## src/include/hours_pkg.sv

```systemverilog
// Purpose: Shared constants and types of the operating-hours and service-interval counter.
// Assumes: 20 MHz system clock; APB register map with one aligned 32-bit word per register.
// Notes:   Every offset, field position, reset value and timing count lives here.

package hours_pkg;

  // ****************************************************************
  // Clock and time base
  // ****************************************************************
  localparam longint unsigned CLK_HZ      = 64'h0000_0000_0131_2D00;
  localparam longint unsigned HOUR_S      = 64'h0000_0000_0000_0E10;
  localparam int unsigned     PRESCALE_W  = 37;
  localparam logic [PRESCALE_W-1:0] HOUR_CYCLES = PRESCALE_W'(CLK_HZ * HOUR_S);

  // ****************************************************************
  // Value ranges
  // ****************************************************************
  localparam int unsigned      INTERVAL_W   = 14;
  localparam int unsigned      TOTAL_W      = 17;
  localparam logic [13:0]      INTERVAL_MAX = 14'h270F;
  localparam logic [16:0]      TOTAL_MAX    = 17'h1_869F;
  localparam logic [4:0]       DIV_LAST     = 5'h10;

  // ****************************************************************
  // Register map
  // ****************************************************************
  localparam int unsigned ADDR_W         = 8;
  localparam logic [7:0]  OFF_CTRL       = 8'h00;
  localparam logic [7:0]  OFF_INTERVAL   = 8'h04;
  localparam logic [7:0]  OFF_TOTAL      = 8'h08;
  localparam logic [7:0]  OFF_TTG        = 8'h0C;
  localparam logic [7:0]  OFF_STATUS     = 8'h10;
  localparam logic [7:0]  OFF_IRQ_STATUS = 8'h14;
  localparam logic [7:0]  OFF_IRQ_MASK   = 8'h18;

  localparam int unsigned CTRL_RUN_BIT   = 0;
  localparam int unsigned CTRL_IDLE_BIT  = 1;
  localparam int unsigned STAT_DUE_BIT   = 0;
  localparam int unsigned STAT_RUN_BIT   = 1;
  localparam int unsigned STAT_BUSY_BIT  = 2;
  localparam int unsigned IRQ_W          = 2;
  localparam int unsigned IRQ_DUE_BIT    = 0;
  localparam int unsigned IRQ_SAT_BIT    = 1;
  localparam logic [1:0]  IRQ_MASK_RESET = 2'h0;

  // ****************************************************************
  // Types
  // ****************************************************************
  typedef struct packed {
    logic idle_clear;
    logic run;
  } ctrl_type;

  localparam ctrl_type CTRL_RESET = '{idle_clear: 1'b0, run: 1'b0};

  typedef enum logic [1:0] {
    ST_STOP,
    ST_DIVIDE,
    ST_RUN
  } run_state_type;

endpackage

```

## src/logic/hour_tick_gen.sv

```systemverilog
// Purpose: Hour prescaler; one tick per hour of enabled time.
// Assumes: enable comes from logic on the same clock.
// Notes:   The partial count is kept while enable is low.

`timescale 1ns/1ns

module hour_tick_gen #(
  parameter int unsigned    W     = hours_pkg::PRESCALE_W,
  parameter logic [W-1:0]   LIMIT = hours_pkg::HOUR_CYCLES
) (
  input  wire logic clk,
  input  wire logic reset,
  input  wire logic enable,
  output logic      tick
);

  logic [W-1:0] count_r;
  logic         at_end;

  assign at_end = (count_r == (LIMIT - W'(1)));
  assign tick   = enable && at_end;

  // Counting pauses rather than restarts, so short runs add up to whole hours.
  always_ff @(posedge clk) begin
    if (reset) begin
      count_r <= '0;
    end else if (tick) begin
      count_r <= '0;
    end else if (enable) begin
      count_r <= count_r + W'(1);
    end
  end
endmodule

```

## src/logic/service_hours_counter.sv

```systemverilog
// Purpose: Operating-hours counter with a service interval countdown and due output.
// Assumes: monitor_in, interval_reset and reset_all come from logic on the clk domain.
// Notes:   Values survive a warm reset; only a reset with cold_start high clears them.

`timescale 1ns/1ns

module service_hours_counter #(
  parameter logic [hours_pkg::PRESCALE_W-1:0] HOUR_CYCLES = hours_pkg::HOUR_CYCLES
) (
  input  wire logic        clk,
  input  wire logic        reset,
  input  wire logic        cold_start,
  input  wire logic        psel,
  input  wire logic        penable,
  input  wire logic        pwrite,
  input  wire logic [7:0]  paddr,
  input  wire logic [31:0] pwdata,
  output logic      [31:0] prdata,
  output logic             pready,
  output logic             pslverr,
  input  wire logic        monitor_in,
  input  wire logic        interval_reset,
  input  wire logic        reset_all,
  output logic             maintenance_due,
  output logic             irq
);

  // ****************************************************************
  // Declarations
  // ****************************************************************
  hours_pkg::ctrl_type      ctrl_r;
  hours_pkg::run_state_type state_r;

  logic [13:0] interval_r;
  logic [13:0] ttg_r;
  logic [16:0] total_r;
  logic [14:0] rem_r;
  logic [14:0] rem_shift;
  logic [14:0] rem_step;
  logic [4:0]  step_r;
  logic        due_r;
  logic        due_nxt;
  logic        irq_r;
  logic        pready_r;
  logic        pslverr_r;
  logic [31:0] prdata_r;
  logic [31:0] rd_data;
  logic        addr_hit;
  logic [1:0]  irq_status_r;
  logic [1:0]  irq_mask_r;
  logic [1:0]  irq_event;
  logic [1:0]  irq_clear;
  logic        ir_prev_r;
  logic        ra_prev_r;
  logic        ir_rise;
  logic        ra_rise;
  logic        force_low;
  logic        running;
  logic        count_en;
  logic        tick;
  logic        apb_access;
  logic        apb_done;
  logic        wr_done;
  logic        cfg_write;

  assign running    = (state_r == hours_pkg::ST_RUN);
  assign count_en   = running && monitor_in;
  assign apb_access = psel && penable && !pready_r;
  assign apb_done   = psel && penable && pready_r;
  assign wr_done    = apb_done && pwrite;
  assign cfg_write  = wr_done && (state_r == hours_pkg::ST_STOP);

  assign prdata          = prdata_r;
  assign pready          = pready_r;
  assign pslverr         = pslverr_r;
  assign maintenance_due = due_r;
  assign irq             = irq_r;

  // ****************************************************************
  // Hour time base
  // ****************************************************************
  hour_tick_gen #(
    .W     (hours_pkg::PRESCALE_W),
    .LIMIT (HOUR_CYCLES)
  ) u_tick (
    .clk    (clk),
    .reset  (reset),
    .enable (count_en),
    .tick   (tick)
  );

  // ****************************************************************
  // Reset inputs: rising edge detection
  // ****************************************************************
  // An input already high at reset release counts as an edge; it only acts in run.
  always_ff @(posedge clk) begin
    if (reset) begin
      ir_prev_r <= 1'b0;
      ra_prev_r <= 1'b0;
    end else begin
      ir_prev_r <= interval_reset;
      ra_prev_r <= reset_all;
    end
  end

  assign ir_rise = interval_reset && !ir_prev_r;
  assign ra_rise = reset_all && !ra_prev_r;

  // ****************************************************************
  // Control and run sequencing
  // ****************************************************************
  always_ff @(posedge clk) begin
    if (reset) begin
      ctrl_r <= hours_pkg::CTRL_RESET;
    end else if (wr_done && paddr == hours_pkg::OFF_CTRL) begin
      ctrl_r.run        <= pwdata[hours_pkg::CTRL_RUN_BIT];
      ctrl_r.idle_clear <= pwdata[hours_pkg::CTRL_IDLE_BIT];
    end
  end

  always_ff @(posedge clk) begin
    if (reset) begin
      state_r <= hours_pkg::ST_STOP;
    end else begin
      case (state_r)
        hours_pkg::ST_STOP: begin
          if (ctrl_r.run) begin
            state_r <= hours_pkg::ST_DIVIDE;
          end
        end
        hours_pkg::ST_DIVIDE: begin
          if (step_r == hours_pkg::DIV_LAST) begin
            state_r <= hours_pkg::ST_RUN;
          end
        end
        hours_pkg::ST_RUN: begin
          if (!ctrl_r.run) begin
            state_r <= hours_pkg::ST_STOP;
          end
        end
        default: begin
          state_r <= hours_pkg::ST_STOP;
        end
      endcase
    end
  end

  // ****************************************************************
  // Start-up remainder: restoring division, one bit per cycle
  // ****************************************************************
  // A serial divider costs 17 cycles at start but avoids a wide combinational modulo.
  always_comb begin
    rem_shift = {rem_r[13:0], total_r[hours_pkg::DIV_LAST - step_r]};
    rem_step  = rem_shift;
    if (rem_shift >= {1'b0, interval_r}) begin
      rem_step = rem_shift - {1'b0, interval_r};
    end
  end

  always_ff @(posedge clk) begin
    if (reset || state_r != hours_pkg::ST_DIVIDE) begin
      rem_r  <= '0;
      step_r <= '0;
    end else begin
      rem_r  <= rem_step;
      step_r <= step_r + 5'h1;
    end
  end

  // ****************************************************************
  // Retained values
  // ****************************************************************
  // A warm reset leaves these alone so that the counts behave as retentive storage.
  always_ff @(posedge clk) begin
    if (reset) begin
      if (cold_start) begin
        interval_r <= '0;
      end
    end else if (cfg_write && paddr == hours_pkg::OFF_INTERVAL) begin
      if (pwdata > 32'(hours_pkg::INTERVAL_MAX)) begin
        interval_r <= hours_pkg::INTERVAL_MAX;
      end else begin
        interval_r <= pwdata[13:0];
      end
    end
  end

  always_ff @(posedge clk) begin
    if (reset) begin
      if (cold_start) begin
        total_r <= '0;
      end
    end else if (cfg_write && paddr == hours_pkg::OFF_TOTAL) begin
      if (pwdata > 32'(hours_pkg::TOTAL_MAX)) begin
        total_r <= hours_pkg::TOTAL_MAX;
      end else begin
        total_r <= pwdata[16:0];
      end
    end else if (running && ra_rise) begin
      total_r <= '0;
    end else if (tick && total_r != hours_pkg::TOTAL_MAX) begin
      total_r <= total_r + 17'h1;
    end
  end

  always_ff @(posedge clk) begin
    if (reset) begin
      if (cold_start) begin
        ttg_r <= '0;
      end
    end else if (state_r == hours_pkg::ST_DIVIDE && step_r == hours_pkg::DIV_LAST) begin
      if (interval_r == '0) begin
        ttg_r <= '0;
      end else begin
        ttg_r <= interval_r - rem_step[13:0];
      end
    end else if (running && (ir_rise || ra_rise)) begin
      ttg_r <= interval_r;
    end else if (tick && ttg_r != '0) begin
      ttg_r <= ttg_r - 14'h1;
    end
  end

  // ****************************************************************
  // Due output
  // ****************************************************************
  assign force_low = interval_reset || reset_all || (ctrl_r.idle_clear && !monitor_in);
  assign due_nxt   = running && (ttg_r == '0) && !force_low;

  always_ff @(posedge clk) begin
    if (reset) begin
      due_r <= 1'b0;
    end else begin
      due_r <= due_nxt;
    end
  end

  // ****************************************************************
  // Interrupts
  // ****************************************************************
  assign irq_event[hours_pkg::IRQ_DUE_BIT] = due_nxt && !due_r;
  assign irq_event[hours_pkg::IRQ_SAT_BIT] = tick && !ra_rise
                                             && total_r == (hours_pkg::TOTAL_MAX - 17'h1);
  assign irq_clear = (wr_done && paddr == hours_pkg::OFF_IRQ_STATUS) ? pwdata[1:0] : 2'h0;

  // A new event in the clearing cycle survives the write-one-to-clear.
  always_ff @(posedge clk) begin
    if (reset) begin
      irq_status_r <= '0;
    end else begin
      irq_status_r <= (irq_status_r & ~irq_clear) | irq_event;
    end
  end

  always_ff @(posedge clk) begin
    if (reset) begin
      irq_mask_r <= hours_pkg::IRQ_MASK_RESET;
    end else if (wr_done && paddr == hours_pkg::OFF_IRQ_MASK) begin
      irq_mask_r <= pwdata[1:0];
    end
  end

  always_ff @(posedge clk) begin
    if (reset) begin
      irq_r <= 1'b0;
    end else begin
      irq_r <= |(irq_status_r & irq_mask_r);
    end
  end

  // ****************************************************************
  // APB slave
  // ****************************************************************
  always_comb begin
    rd_data  = '0;
    addr_hit = 1'b1;
    case (paddr)
      hours_pkg::OFF_CTRL: begin
        rd_data[hours_pkg::CTRL_RUN_BIT]  = ctrl_r.run;
        rd_data[hours_pkg::CTRL_IDLE_BIT] = ctrl_r.idle_clear;
      end
      hours_pkg::OFF_INTERVAL:   rd_data[13:0] = interval_r;
      hours_pkg::OFF_TOTAL:      rd_data[16:0] = total_r;
      hours_pkg::OFF_TTG:        rd_data[13:0] = ttg_r;
      hours_pkg::OFF_STATUS: begin
        rd_data[hours_pkg::STAT_DUE_BIT]  = due_r;
        rd_data[hours_pkg::STAT_RUN_BIT]  = running;
        rd_data[hours_pkg::STAT_BUSY_BIT] = (state_r == hours_pkg::ST_DIVIDE);
      end
      hours_pkg::OFF_IRQ_STATUS: rd_data[1:0] = irq_status_r;
      hours_pkg::OFF_IRQ_MASK:   rd_data[1:0] = irq_mask_r;
      default:                   addr_hit = 1'b0;
    endcase
  end

  always_ff @(posedge clk) begin
    if (reset) begin
      pready_r  <= 1'b0;
      pslverr_r <= 1'b0;
      prdata_r  <= '0;
    end else begin
      pready_r  <= apb_access;
      pslverr_r <= apb_access && !addr_hit;
      if (apb_access && !pwrite) begin
        prdata_r <= rd_data;
      end
    end
  end

  logic [16:0] safe_div;
  logic [13:0] expect_ttg;
  assign safe_div   = (interval_r == '0) ? 17'h1 : {3'h0, interval_r};
  assign expect_ttg = (interval_r == '0) ? 14'h0 : interval_r - 14'(total_r % safe_div);
endmodule

```

## config.mk

```make
export PLATFORM = sky130hd
export DESIGN_NAME = service_hours_counter
export DESIGN_NICKNAME = d
export VERILOG_FILES = /design/src/include/hours_pkg.sv /design/src/logic/hour_tick_gen.sv /design/src/logic/service_hours_counter.sv
export SDC_FILE = /design/constraint.sdc
export NUM_CORES = 1
export LEC_CHECK = 0
export ABC_AREA = 0
export ABC_CLOCK_PERIOD_IN_PS = 16800
export BUFFER_PORTS_ARGS = -buffer_cell sky130_fd_sc_hd__buf_2
export CELL_PAD_IN_SITES_DETAIL_PLACEMENT = 0
export CELL_PAD_IN_SITES_GLOBAL_PLACEMENT = 1
export CORE_MARGIN = 1.5
export CORE_UTILIZATION = 49
export DETAILED_ROUTE_END_ITERATION = 8
export PLACE_DENSITY = 0.95
export SYNTH_ARGS = -nofsm -noshare
export SYNTH_HDL_FRONTEND = slang
export SYNTH_HIERARCHICAL = 1
export SYNTH_SLANG_ARGS = --single-unit
```

## constraint.sdc

```tcl
create_clock -name clk -period 16.8 [get_ports clk]
set_input_delay 0.84 -clock clk [delete_from_list [all_inputs] [get_ports clk]]
set_output_delay 0.84 -clock clk [all_outputs]
set_load 0.01 [all_outputs]
```

# Word level (Yosys, flattened, before mapping)
# Index checks and enable logic that the tools add are counted.
op_classes:
  n_shift: 0
  div: 0
  muxes: 28
  order_cmp: 4
  addsub: 7
  n_mul: 0
  n_bitwise: 4
  n_reduce_logical: 55
  n_eq_ne: 17
op_table:
  columns: ["cell", "n"]
  rows:
  - ["$mux 14", 10]
  - ["$mux 17", 6]
  - ["$add 37x1->37 const B", 1]
  - ["$eq 37x37->1 const B", 1]
  - ["$pmux 11 s3", 1]
  - ["$gt 32x14->1 const B", 1]
  - ["$gt 32x17->1 const B", 1]
  - ["$logic_not 14->1", 2]
  - ["$sub 14x14->14", 2]
  - ["$logic_and 1x1->1", 27]
  - ["$eq 8x5->1 const B", 3]
  - ["$add 17x1->17 const B", 1]
  - ["$eq 17x17->1 const B", 1]
  - ["$ne 17x17->1 const B", 1]
  - ["$eq 8x4->1 const B", 2]
  - ["$ge 15x14->1", 1]
  - ["$pmux 2 s7", 1]
  - ["$reduce_bool 14->1", 1]
  - ["$sub 14x1->14 const B", 1]
  - ["$logic_not 1->1", 9]
  - ["$eq 8x3->1 const B", 1]
  - ["$logic_not 8->1", 1]
  - ["$mux 2", 4]
  - ["$reduce_bool 4->1", 2]
  - ["other kinds (23)", 34]
totals:
  register_bits: 132
  output_inout_bits: 36
  ram_bits: 0
  romBits: 0
  n_memories: 0
  latchBits: 0
  in_bits: 49
  elab_cells: 133

# Logic depth before layout (Yosys ltp)
# Gate-level depths: netlist of run 1.
depth:
  ltp_word: 9
  mapped_depth: 28
  depth_no_buf: 27

# Cells and area by module
# The synthesis of run 1 kept the hierarchy.
modules_own_cells:
  columns: ["mod", "seq_area_each_um2", "cells_each", "instances", "area_each_um2"]
  rows:
  - ["service_hours_counter", 2352.3, 807, 1, 6819.0]
  - ["hour_tick_gen", 740.7, 195, 1, 1780.5]

# Worst setup path after synthesis of run 1
# Ideal clock, no wire load.
synth_timing:
  path_type: "flip-flop to flip-flop"
  start: "reg step_r[0]"
  end: "reg ttg_r[12], data pin"
  setup_ns: 0.133
  period_less_slack_ns: 6.103
  path_buffers: 3
  slack_ns: 10.697
  required_time_ns: 16.667
  stages_incl_launch_ff: 27
  arrival_time_ns: 5.970
  cell_sequence: "dfxtp_1 clkbuf_1 inv_1 ha_1 mux4_2 mux2_2 o21ai_0 o21ai_0 ha_1 nand4_1 nor4_1 a2111oi_4 o21ai_4 buf_6 clkbuf_1 mux2i_1 fa_1 nor2_1 nor2_1 o211a_1 a311o_1 o211ai_2 a2111oi_2 a2111oi_2 nor2_2 a2111oi_2 a311o_1"
synth_between:
  elab_chain_len: 9
  word_cells_on_any_way: 12
  classes_between: "add/sub: 3; order compare: 1; eq/ne: 1; mux: 6; reduce/logical: 1"
synth_lines:
  columns: ["element", "line_no", "text"]
  rows:
  - ["start, declared", "service_hours_counter.sv:40", "logic [4:0] step_r;"]
  - ["start signal, assigned", "service_hours_counter.sv:166", "step_r <= step_r + 5'h1;"]
  - ["$sub 5x5->5", "service_hours_counter.sv:153", "rem_shift = {rem_r[13:0], total_r[hours_pkg::DIV_LAST - step_r]};"]
  - ["$bmux 1 s5", "service_hours_counter.sv:153", null]
  - ["$mux 1 (implied by the code)", "service_hours_counter.sv:153", null]
  - ["$sub 14x14->14 or $ge 15x14->1 (tied branches)", "service_hours_counter.sv:156, service_hours_counter.sv:155", null]
  - ["$mux 14", "service_hours_counter.sv:155", "if (rem_shift >= {1'b0, interval_r}) begin"]
  - ["$sub 14x14->14", "service_hours_counter.sv:215", "ttg_r <= interval_r - rem_step[13:0];"]
  - ["$mux 14", "service_hours_counter.sv:212", "if (interval_r == '0) begin"]
  - ["$mux 14 (*)", "service_hours_counter.sv:211", "end else if (state_r == hours_pkg::ST_DIVIDE && step_r == hours_pkg::DIV_LAST) begin"]
  - ["$mux 14 (*)", "service_hours_counter.sv:207", "if (reset) begin"]
  - ["end signal, assigned", "service_hours_counter.sv:215", null]
  - ["end signal, assigned", "service_hours_counter.sv:218", "ttg_r <= interval_r;"]
  - ["end signal, assigned", "service_hours_counter.sv:220", "ttg_r <= ttg_r - 14'h1;"]
  - ["end, declared", "service_hours_counter.sv:35", "logic [13:0] ttg_r;"]
# Mark *: on every way between the ends. The rest lies on a longest branch, timed or not. The select of a mux whose other input is x is not followed.
# A chain may end at the register's enable or synchronous reset.

# Worst setup path after layout of run 1
# Ends and elaborated chain as after synthesis.

==> results.toml, run 1 <==
[synth]
synth_top_area_share_pct = 20.3
synth-seq-cells = 132
synth-seq-area-share_pct = 36.0
yosys-top-cells-area = "dfxtp_1 20%, edfxtp_1 16%, nor2_1 6.3%, xnor2_1 4.4%, ha_1 4.1%"
synth_edf_count = 45
synth_top_family_by_area = "simple AND/OR/NAND/NOR gates"
synth.most_common_cell = "nor2_1"
synth_ff_type = "dfxtp_1"
synth_top_cell_by_area = "dfxtp_1"
synth_compound_area_share_pct = 15.7
synthTopCellsByCount = "144 x nor2_1, 87 x dfxtp_1, 80 x nand2_1, 52 x a21oi_1, 51 x o21ai_0"
synth_mux_area_share_pct = 4.04
syn_area_per_cell_um2 = 8.58
postSynthCellCount = 1002
synth_xor_area_share_pct = 8.44
synth-simple-area-share_pct = 25.4
yosys.cell_types.count = 87
netlist_area_mm2 = 0.00860
yosysWarnings = 6
async_flop_share_pct = 0
synth_adder_area_share_pct = 4.90

[critical_path]
crit_arrival_ns = 6.82
endpoint_kind = "register"
start_kind = "register"
r2r_setup_slack_ns = 10.28
cp_max_fo = 22
r2r_start = "step_r[0]$_SDFF_PP0_"
worstPathRequired_ns = 17.10
rr_endpoint = "ttg_r[12]$_SDFFCE_PP0P_"
criticalPathCategory = "reg2reg"
reg2reg_depth = 25

[route]
drt_iter0_drc = 541
ant_nets = 0
wl_um = 21800
vias = 7618
drt_drc_violations_left = 0
firstDrtPassIters = 5
vias_per_cell = 5.91
avgRoutedWirePerCell_um = 16.9

[run]
maxCapViolations = 0

[timing]
finalCritPeriodShare_pct = 38.8
clock-skew-final_ns = 0.0103
setup_tns_ns = 0
fmax_ghz = 0.153
tightest_slew_ns = 1.16
whs_ns = 0.451
setup_viol_count_final = 0
min_period_ns = 6.52
relSlewSlack_pct = 22.7
hold_violations = 0
rsz0062_at_grt = "no"
slew_violations = 0

[grt]
grt_max_degree = 58
grt-ovfl-total = 0
gr-usage-all-layers_pct = 24.4
grt_pass1_wl_um = 35200
antenna_found_initial = 0
first_global_vias = 7073

[hold_path]
hold_depth = 2
min_from = "prdata[15]$_SDFFE_PP0P_"
hold_class = "reg2reg"
hold_end = "prdata[15]$_SDFFE_PP0P_"

[power_and_ir_drop]
powerDensity_mw_per_mm2 = 80.7
p_leak_nw = 3.61
peakVddDrop_uv = 77.8

[clocking]
hold_buffers = 0
cts_buffer_depth = 2
post_cts_buffers = 0
clock_latency_ns = 0.43
root_buffer = "clkbuf_16"
cts_tree = "built"
cts-resized-gates = 0
cts_num_sinks = 132
cts_made_buffers = 17
htree_num_levels = 4
clkSlewWorstSetupHoldPaths_ns = 0.06

[floorplanning]
fp-row-count = 48
dieArea_mm2 = 0.0184
die_x_um = 135
num_io_pins = 85
die_height_um = 135
design.core.area_mm2 = 0.0172
initial_core_util_pct = 49.9

[final_layout]
diodes = 0
finalNetCount = 1130
final_cell_area_mm2 = 0.00957
area_delta_synth_final_pct = 11.3
layout-drive-gt1-share_pct = 14.5

[place]
post-dp-hpwl_um = 16000
numPortBuffers = 69
place_congestion = 0.930
placed_area_mm2 = 0.00903

[outcome]
status = "finished clean"
power breakdown:
part | total, mW | internal (mW) | leakage (nW) | switching, mW
clock network | 0.342 | 0.198 | 0.271 | 0.144
registers | 0.353 | 0.341 | 1.13 | 0.0122
logic | 0.0776 | 0.0300 | 2.20 | 0.0475
registers in the layout (all words and copies together), names as in the netlist:
signal           cells
u_tick/count_r      37
prdata              17
total_r             17
interval_r          14
rem_r               14
ttg_r               14
step_r               5
ctrl_r               2
irq_mask_r           2
irq_status_r         2
state_r              2
ir_prev_r            1
irq                  1
maintenance_due      1
pready               1
pslverr              1
ra_prev_r            1
per-layer routing:
layer,global-route usage [%],share of wire (%)
met5,0,0
met4,8.06,1.8
met3,4.83,7.2
met2,38.9,46
met1,33.2,45
layout make-up:
class,count,area (um^2)
Clock buffer,21,464
Clock inverter,11,77.6
Fill cell,1576,7670
Inverter,38,143
Multi-Input combinational cell,785,5100
Sequential cell,132,3090
Tap cell,225,282
Timing Repair Buffer,77,405
stage by stage:
stage                     setup slack, ns  util (%)  power [mW]  instances
after floorplan                     10.70         -       0.411       1016
after CTS                           10.27      55.5       0.775       1289
after detailed placement            10.28      52.4       0.435       1257
final                               10.28      55.5       0.773       1289
after global placement              10.45      52.4       0.434       1257
after global routing                 9.73      55.5       0.798       1289
layout by cell type (no fill, tap or decap), drive strengths merged, types with 4 or more instances in the layout:
cell type  Yosys  layout
nor2         147     147
dfxtp         87      87
and2           9       9
clkinv         1       9
a2111oi        8       8
mux4           6       6
o21a           4       4
a21oi         54      54
xnor2         44      44
nand3b         4       4
nand2b         8       8
and3           7       7
o22ai         12      12
xor2          38      38
nor4          22      22
or3           10      10
or4            4       4
ha            28      28
o21ai         57      57
nor2b         17      17
inv           37      39
clkbuf        28      21
edfxtp        45      45
buf           33      77
nand3         33      33
and4           5       5
nand4         31      31
conb           1      15
nand2         80      80
nor3          37      37
a211oi         7       7
mux2i         17      17
nor3b          4       4
a22oi          5       5
a21o           9       9
a221oi        12      12
a31oi          7       7
worst max-delay path, stage by stage, from the launching register on:
cell	delay, ns
dfxtp_1	0.55
inv_1	0.10
ha_1	0.38
mux4_2	0.25
mux2i_1	0.06
nand2_1	0.07
o21ai_0	0.07
o21ai_0	0.48
inv_1	0.10
ha_1	0.22
nand3b_1	0.18
a211o_1	0.30
o211a_2	0.19
o21ai_4	0.60
mux2i_1	0.26
fa_1	0.47
nor2_1	0.14
nor2_1	0.06
o211a_1	0.12
a311o_1	0.34
o211ai_2	0.29
a2111oi_2	0.14
a2111oi_2	0.38
nor2_2	0.12
a2111oi_2	0.37
a311o_1	0.15
worst max path at each step:
| stage | from | slack [ns] | end | cells past startpoint |
|---|---|---|---|---|
| 2_1_floorplan | step_r[0]$_SDFF_PP0_ | 10.70 | ttg_r[12]$_SDFFCE_PP0P_ | 26 |
| 3_3_place_gp | step_r[0]$_SDFF_PP0_ | 10.45 | ttg_r[12]$_SDFFCE_PP0P_ | 25 |
| 4_1_cts | step_r[0]$_SDFF_PP0_ | 10.27 | ttg_r[12]$_SDFFCE_PP0P_ | 25 |
| 3_5_place_dp | step_r[0]$_SDFF_PP0_ | 10.28 | ttg_r[12]$_SDFFCE_PP0P_ | 25 |
| 6_report | step_r[0]$_SDFF_PP0_ | 10.28 | ttg_r[12]$_SDFFCE_PP0P_ | 25 |
| 5_1_grt | step_r[0]$_SDFF_PP0_ | 9.73 | ttg_r[12]$_SDFFCE_PP0P_ | 25 |
kinds of logic (layout without fill, tap and decap cells):
logic type / count (synthesis) / count (layout)
AOI/OAI and AO/OA: 200 / 200
xor gates and xnor gates: 82 / 82
adders and majority gates: 33 / 33
buffers and inverters: 99 / 147
DFF: 132 / 132
muxes: 25 / 25
other: 1 / 15
and+or+nand+nor: 430 / 430
Power figures use the tool's default switching activity.
==> inputs of run 2 (changes only) <==
Settings changed: ABC_CLOCK_PERIOD_IN_PS 16800 to 5700, CORE_UTILIZATION 49 to 41, PLACE_DENSITY 0.95 to 0.87.
Clock period 16.8 ns to 5.7 ns, I/O delays scaled along.
==> results.toml, run 2 (synthesis results as in run 1) <==
[floorplanning]
dieArea_mm2 = 0.0219
die_height_um = 148
design.core.area_mm2 = 0.0204
die_x_um = 148
num_io_pins = 85
initial_core_util_pct = 42.1
fp-row-count = 52

[critical_path]
criticalPathCategory = "reg2reg"
worstPathRequired_ns = 6.00
crit_arrival_ns = 5.66
start_kind = "register"
startpoint = "step_r[1]$_SDFF_PP0_"
cpPeakStageDelay_ns = 0.45
r2r_start = "step_r[1]$_SDFF_PP0_"
slowest_stage = "fa_1"
cp_max_fo = 5
endpoint_kind = "register"
cp_cell_sequence = "inv_1, ha_2, mux4_2, mux2_2, o21ai_1, o21ai_2, ha_1, nand4_1, nor4_4, a2111oi_4, o21ai_4, mux2i_1, fa_1, nor2_2, nor2_1, o211a_1, a311o_1, o211ai_2, a2111oi_2, a2111oi_2, nor2_2, a2111oi_4, a311o_1"

[place]
place_ws_ns = 0.0511
dp_cells = 1319
numPortBuffers = 69
placed_area_mm2 = 0.00922
place_congestion = 0.896
post-dp-hpwl_um = 16600

[clocking]
cts_made_buffers = 17
root_buffer = "clkbuf_16"
cts_buffer_depth = 2
hold_buffers = 0
clkSlewWorstSetupHoldPaths_ns = 0.07
cts_tree = "built"
htree_num_levels = 4
clock_latency_ns = 0.43
cts_num_sinks = 132

[final_layout]
diodes = 0
final_cell_area_mm2 = 0.00988
regMostFlops = "u_tick/count_r"
finalNetCount = 1150
layout-drive-gt1-share_pct = 17.0
final_common_cell = "nor2_1"
area_delta_synth_final_pct = 14.9
largest_register_ffs = 37
layout_common_cells = "143 x nor2_1, 86 x dfxtp_1, 80 x nand2_1, 69 x buf_2, 51 x a21oi_1"
layout.cells.non_filler = 1354

[timing]
hold_violations = 0
slew_violations = 0
fmax_ghz = 0.186
min_period_ns = 5.36
relSlewSlack_pct = 26.3
clock-skew-final_ns = 0.0114
tightest_slew_ns = 1.11
setup_viol_count_final = 0
worst_slack_ns = 0.335
finalCritPeriodShare_pct = 94.1

[route]
vias_per_cell = 5.61
vias = 7602
wl_um = 22500
avgRoutedWirePerCell_um = 16.6
drt_iter0_drc = 573
ant_nets = 0
drt_drc_violations_left = 0
firstDrtPassIters = 5

[grt]
grt_max_degree = 58
first_global_vias = 7173
grt_pass1_wl_um = 36900
grt-ovfl-total = 0
antenna_found_initial = 0
gr-usage-all-layers_pct = 21.2

[power_and_ir_drop]
p_leak_nw = 3.73
powerDensity_mw_per_mm2 = 239
peakVddDrop_uv = 218
p_total_mw = 2.37

[outcome]
status = "finished clean"

[hold_path]
min_from = "reset_all"
hold_class = "in2reg"

[run]
maxCapViolations = 0
-- run 2: routing by layer --
| layer | routed length, um | up-vias | share of wire, % | global-route usage (%) |
|---|---|---|---|---|
| met5 | 0 | - | 0 | 0 |
| met4 | 479 | 0 | 2.1 | 8.61 |
| met3 | 1310 | 38 | 5.8 | 2.93 |
| met2 | 10400 | 255 | 46 | 33.5 |
| met1 | 10400 | 3577 | 46 | 29.0 |
| li1 | - | 3732 | - | - |
-- run 2: worst max-delay path: cells and delay by family (launching register included) --
kind / cells / cell delay [ns]
AOI/OAI and AO/OA: 11 / 2.37
buffers and inverters: 1 / 0.05
adders and majority gates: 3 / 1.14
DFF: 1 / 0.35
and+or+nand+nor: 5 / 0.54
muxes: 3 / 0.78
-- run 2: final timing paths --
check / endpoint / slack [ns] / cells past startpoint
min reg2reg: prdata[15]$_SDFFE_PP0P_ / 0.46 / 2
max reg2reg: ttg_r[12]$_SDFFCE_PP0P_ / 0.34 / 23
max: ttg_r[12]$_SDFFCE_PP0P_ / 0.34 / 23
min: ra_prev_r$_SDFF_PP0_ / 0.10 / 2
-- run 2: area by class of cell --
class	instances	area, um^2
Clock buffer	22	507
Clock inverter	10	85.1
Fill cell	1995	10600
Inverter	38	143
Multi-Input combinational cell	785	5160
Sequential cell	132	3090
Tap cell	270	338
Timing Repair Buffer	97	556
-- run 2: timing repair --
item                                    CTS  global route
endpoints found under the setup margin    0             5
buffers inserted                          0             3
hold endpoints to repair                  0             0
gates resized for setup                   0            13
-- run 2: where the power goes --
group          leakage [nW]  internal [mW]  switching (mW)
Sequential             1.13           1.00          0.0286
Clock                 0.290          0.641           0.446
Combinational          2.31         0.0962           0.150
-- run 2: per-stage QoR --
step	hold WS [ns]	utilization (%)	setup TNS, ns
after floorplan	0.354	-	0
after global placement	0.438	45.1	0
after detailed placement	0.454	45.1	0
after CTS	0.0954	48.0	0
after global routing	0.131	48.4	-0.00264
final	0.103	48.4	0
==> inputs of run 3 (changes only) <==
--- a/config.mk
+++ b/config.mk
@@ -16,2 +16,3 @@
 export PLACE_DENSITY = 0.87
+export SLEW_MARGIN = 20
 export SYNTH_ARGS = -nofsm -noshare
==> constraint.sdc (replaced) <==
create_clock -name clk -period 5.7 [get_ports clk]
set_input_delay 1.14 -clock clk [delete_from_list [all_inputs] [get_ports clk]]
set_output_delay 1.14 -clock clk [all_outputs]
set_load 0.005 [all_outputs]
==> results.toml, run 3 (synthesis results as in run 1) <==
[outcome]
status = "finished clean"

[floorplanning]
fp-row-count = 52
dieArea_mm2 = 0.0219
die_height_um = 148
initial_core_util_pct = 42.1
design.core.area_mm2 = 0.0204
die_x_um = 148
num_io_pins = 85

[route]
avgRoutedWirePerCell_um = 16.5
vias_per_cell = 5.63
firstDrtPassIters = 5
vias = 7611
drt_iter0_drc = 556
ant_nets = 0
wl_um = 22300
drt_drc_violations_left = 0

[place]
dp_cells = 1320
numPortBuffers = 69
post-dp-hpwl_um = 16500
place_congestion = 0.897

[timing]
tightest_slew_ns = 0.846
clock-skew-final_ns = 0.0121
relSlewSlack_pct = 43.1
hold_violations = 0
fmax_ghz = 0.187
finalCritPeriodShare_pct = 93.8
min_period_ns = 5.35
setup_viol_count_final = 0
slew_violations = 0

[run]
maxCapViolations = 0

[final_layout]
diodes = 0
nFillCells = 1982
regArea_mm2 = 0.00309
regMostFlops = "u_tick/count_r"
fin_util_pct = 48.2
final_common_cell = "nor2_1"
layout_common_cells = "143 x nor2_1, 86 x dfxtp_1, 80 x nand2_1, 69 x buf_2, 51 x a21oi_1"
area_delta_synth_final_pct = 14.4
multi_input_area_mm2 = 0.00515
largest_register_ffs = 37
layout.cells.non_filler = 1353
layout-drive-gt1-share_pct = 16.7
finalNetCount = 1149

[power_and_ir_drop]
p_seq_share_pct = 43.9
p_leak_nw = 3.73
swShare_pct = 27.2
peakVddDrop_uv = 225
p_clk_share_pct = 45.8
p_sw_uw = 639
pwr-share-comb_pct = 10.3
powerDensity_mw_per_mm2 = 239
p_int_mw = 1.71

[grt]
gr-usage-all-layers_pct = 20.6
antenna_found_initial = 0
first_global_vias = 6979
grt_pass1_wl_um = 35800
grt-ovfl-total = 0
grt_max_degree = 50

[clocking]
htree_num_levels = 4
cts_tree = "built"
cts_num_sinks = 132
root_buffer = "clkbuf_16"
hold_buffers = 0
cts_made_buffers = 17
clkSlewWorstSetupHoldPaths_ns = 0.07
clock_latency_ns = 0.43
cts_buffer_depth = 2

[critical_path]
worstPathRequired_ns = 5.99
endpoint_kind = "register"
start_kind = "register"
criticalPathCategory = "reg2reg"
r2r_setup_slack_ns = 0.35
crit_arrival_ns = 5.64
cp_max_fo = 8

[hold_path]
hold_class = "reg2reg"
[run 3: cell count changes in the layout (fill, tap and decap cells not counted), moves of 3 or more]
cell | previous run | this run
ha_2 | 3 | 0
clkinv_4 | 4 | 0
inv_6 | 3 | 7
inv_4 | 0 | 3
[run 3: worst paths after layout]
check,startpoint,end,cells after the start
hold / removal,prdata[16]$_SDFFE_PP0P_,prdata[16]$_SDFFE_PP0P_,2
setup / recovery,step_r[0]$_SDFF_PP0_,ttg_r[12]$_SDFFCE_PP0P_,20
hold reg to reg,prdata[16]$_SDFFE_PP0P_,prdata[16]$_SDFFE_PP0P_,2
setup reg to reg,step_r[0]$_SDFF_PP0_,ttg_r[12]$_SDFFCE_PP0P_,20
[run 3: critical path: stages, from the launching register on]
cell	delay, ns
dfxtp_1	0.32
buf_4	0.18
mux4_2	0.51
mux2_2	0.28
o21ai_1	0.15
o21ai_2	0.10
ha_1	0.30
nand4_1	0.17
nor4_4	0.06
a2111oi_4	0.38
o21ai_4	0.11
mux2i_1	0.17
fa_1	0.44
or2_2	0.29
a311o_1	0.34
o211ai_2	0.24
a2111oi_2	0.13
a2111oi_2	0.34
nor2_2	0.12
a2111oi_2	0.38
a311o_1	0.18
[run 3: metrics by stage]
stage	hold slack, ns	worst slack [ns]	TNS [ns]	instance area [um^2]	power (mW)
floorplan	0.431	0.0358	0	8660	1.21
global placement	0.438	0.242	0	9220	1.28
detailed placement	0.444	0.0645	0	9230	1.29
CTS	0.453	0.0246	0	9800	2.36
global route	0.474	-0.0185	-0.0185	9840	2.43
finish	0.451	0.351	0	9840	2.35
[run 3: power groups by stage]
stage          Sequential, mW  Clock (mW)  Combinational [mW]
6_report                 1.03        1.08               0.241
5_1_grt                  1.03        1.13               0.268
4_1_cts                  1.03        1.09               0.238
3_5_place_dp             1.05           0               0.235
3_3_place_gp             1.05           0               0.233
2_1_floorplan            1.04           0               0.164
[run 3: per-layer routing]
layer	global-route usage, %	up-vias	wire length (um)
met1	28.3	3577	10400
met5	0	-	0
met4	5.69	0	335
met2	33.1	277	10200
li1	-	3731	-
met3	3.67	26	1350
[run 3: final cells by class]
type / instances / share of cell area, %
Tap cell: 270 / 3.43
Multi-Input combinational cell: 785 / 52.3
Clock buffer: 17 / 4.32
Sequential cell: 132 / 31.4
Timing Repair Buffer: 96 / 5.64
Clock inverter: 15 / 1.41
Inverter: 38 / 1.45
[run 3: repair_timing]
| item | in CTS | in global routing |
|---|---|---|
| resized for setup | 0 | 10 |
| setup endpoints to repair | 0 | 5 |
| buffers inserted | 0 | 1 |
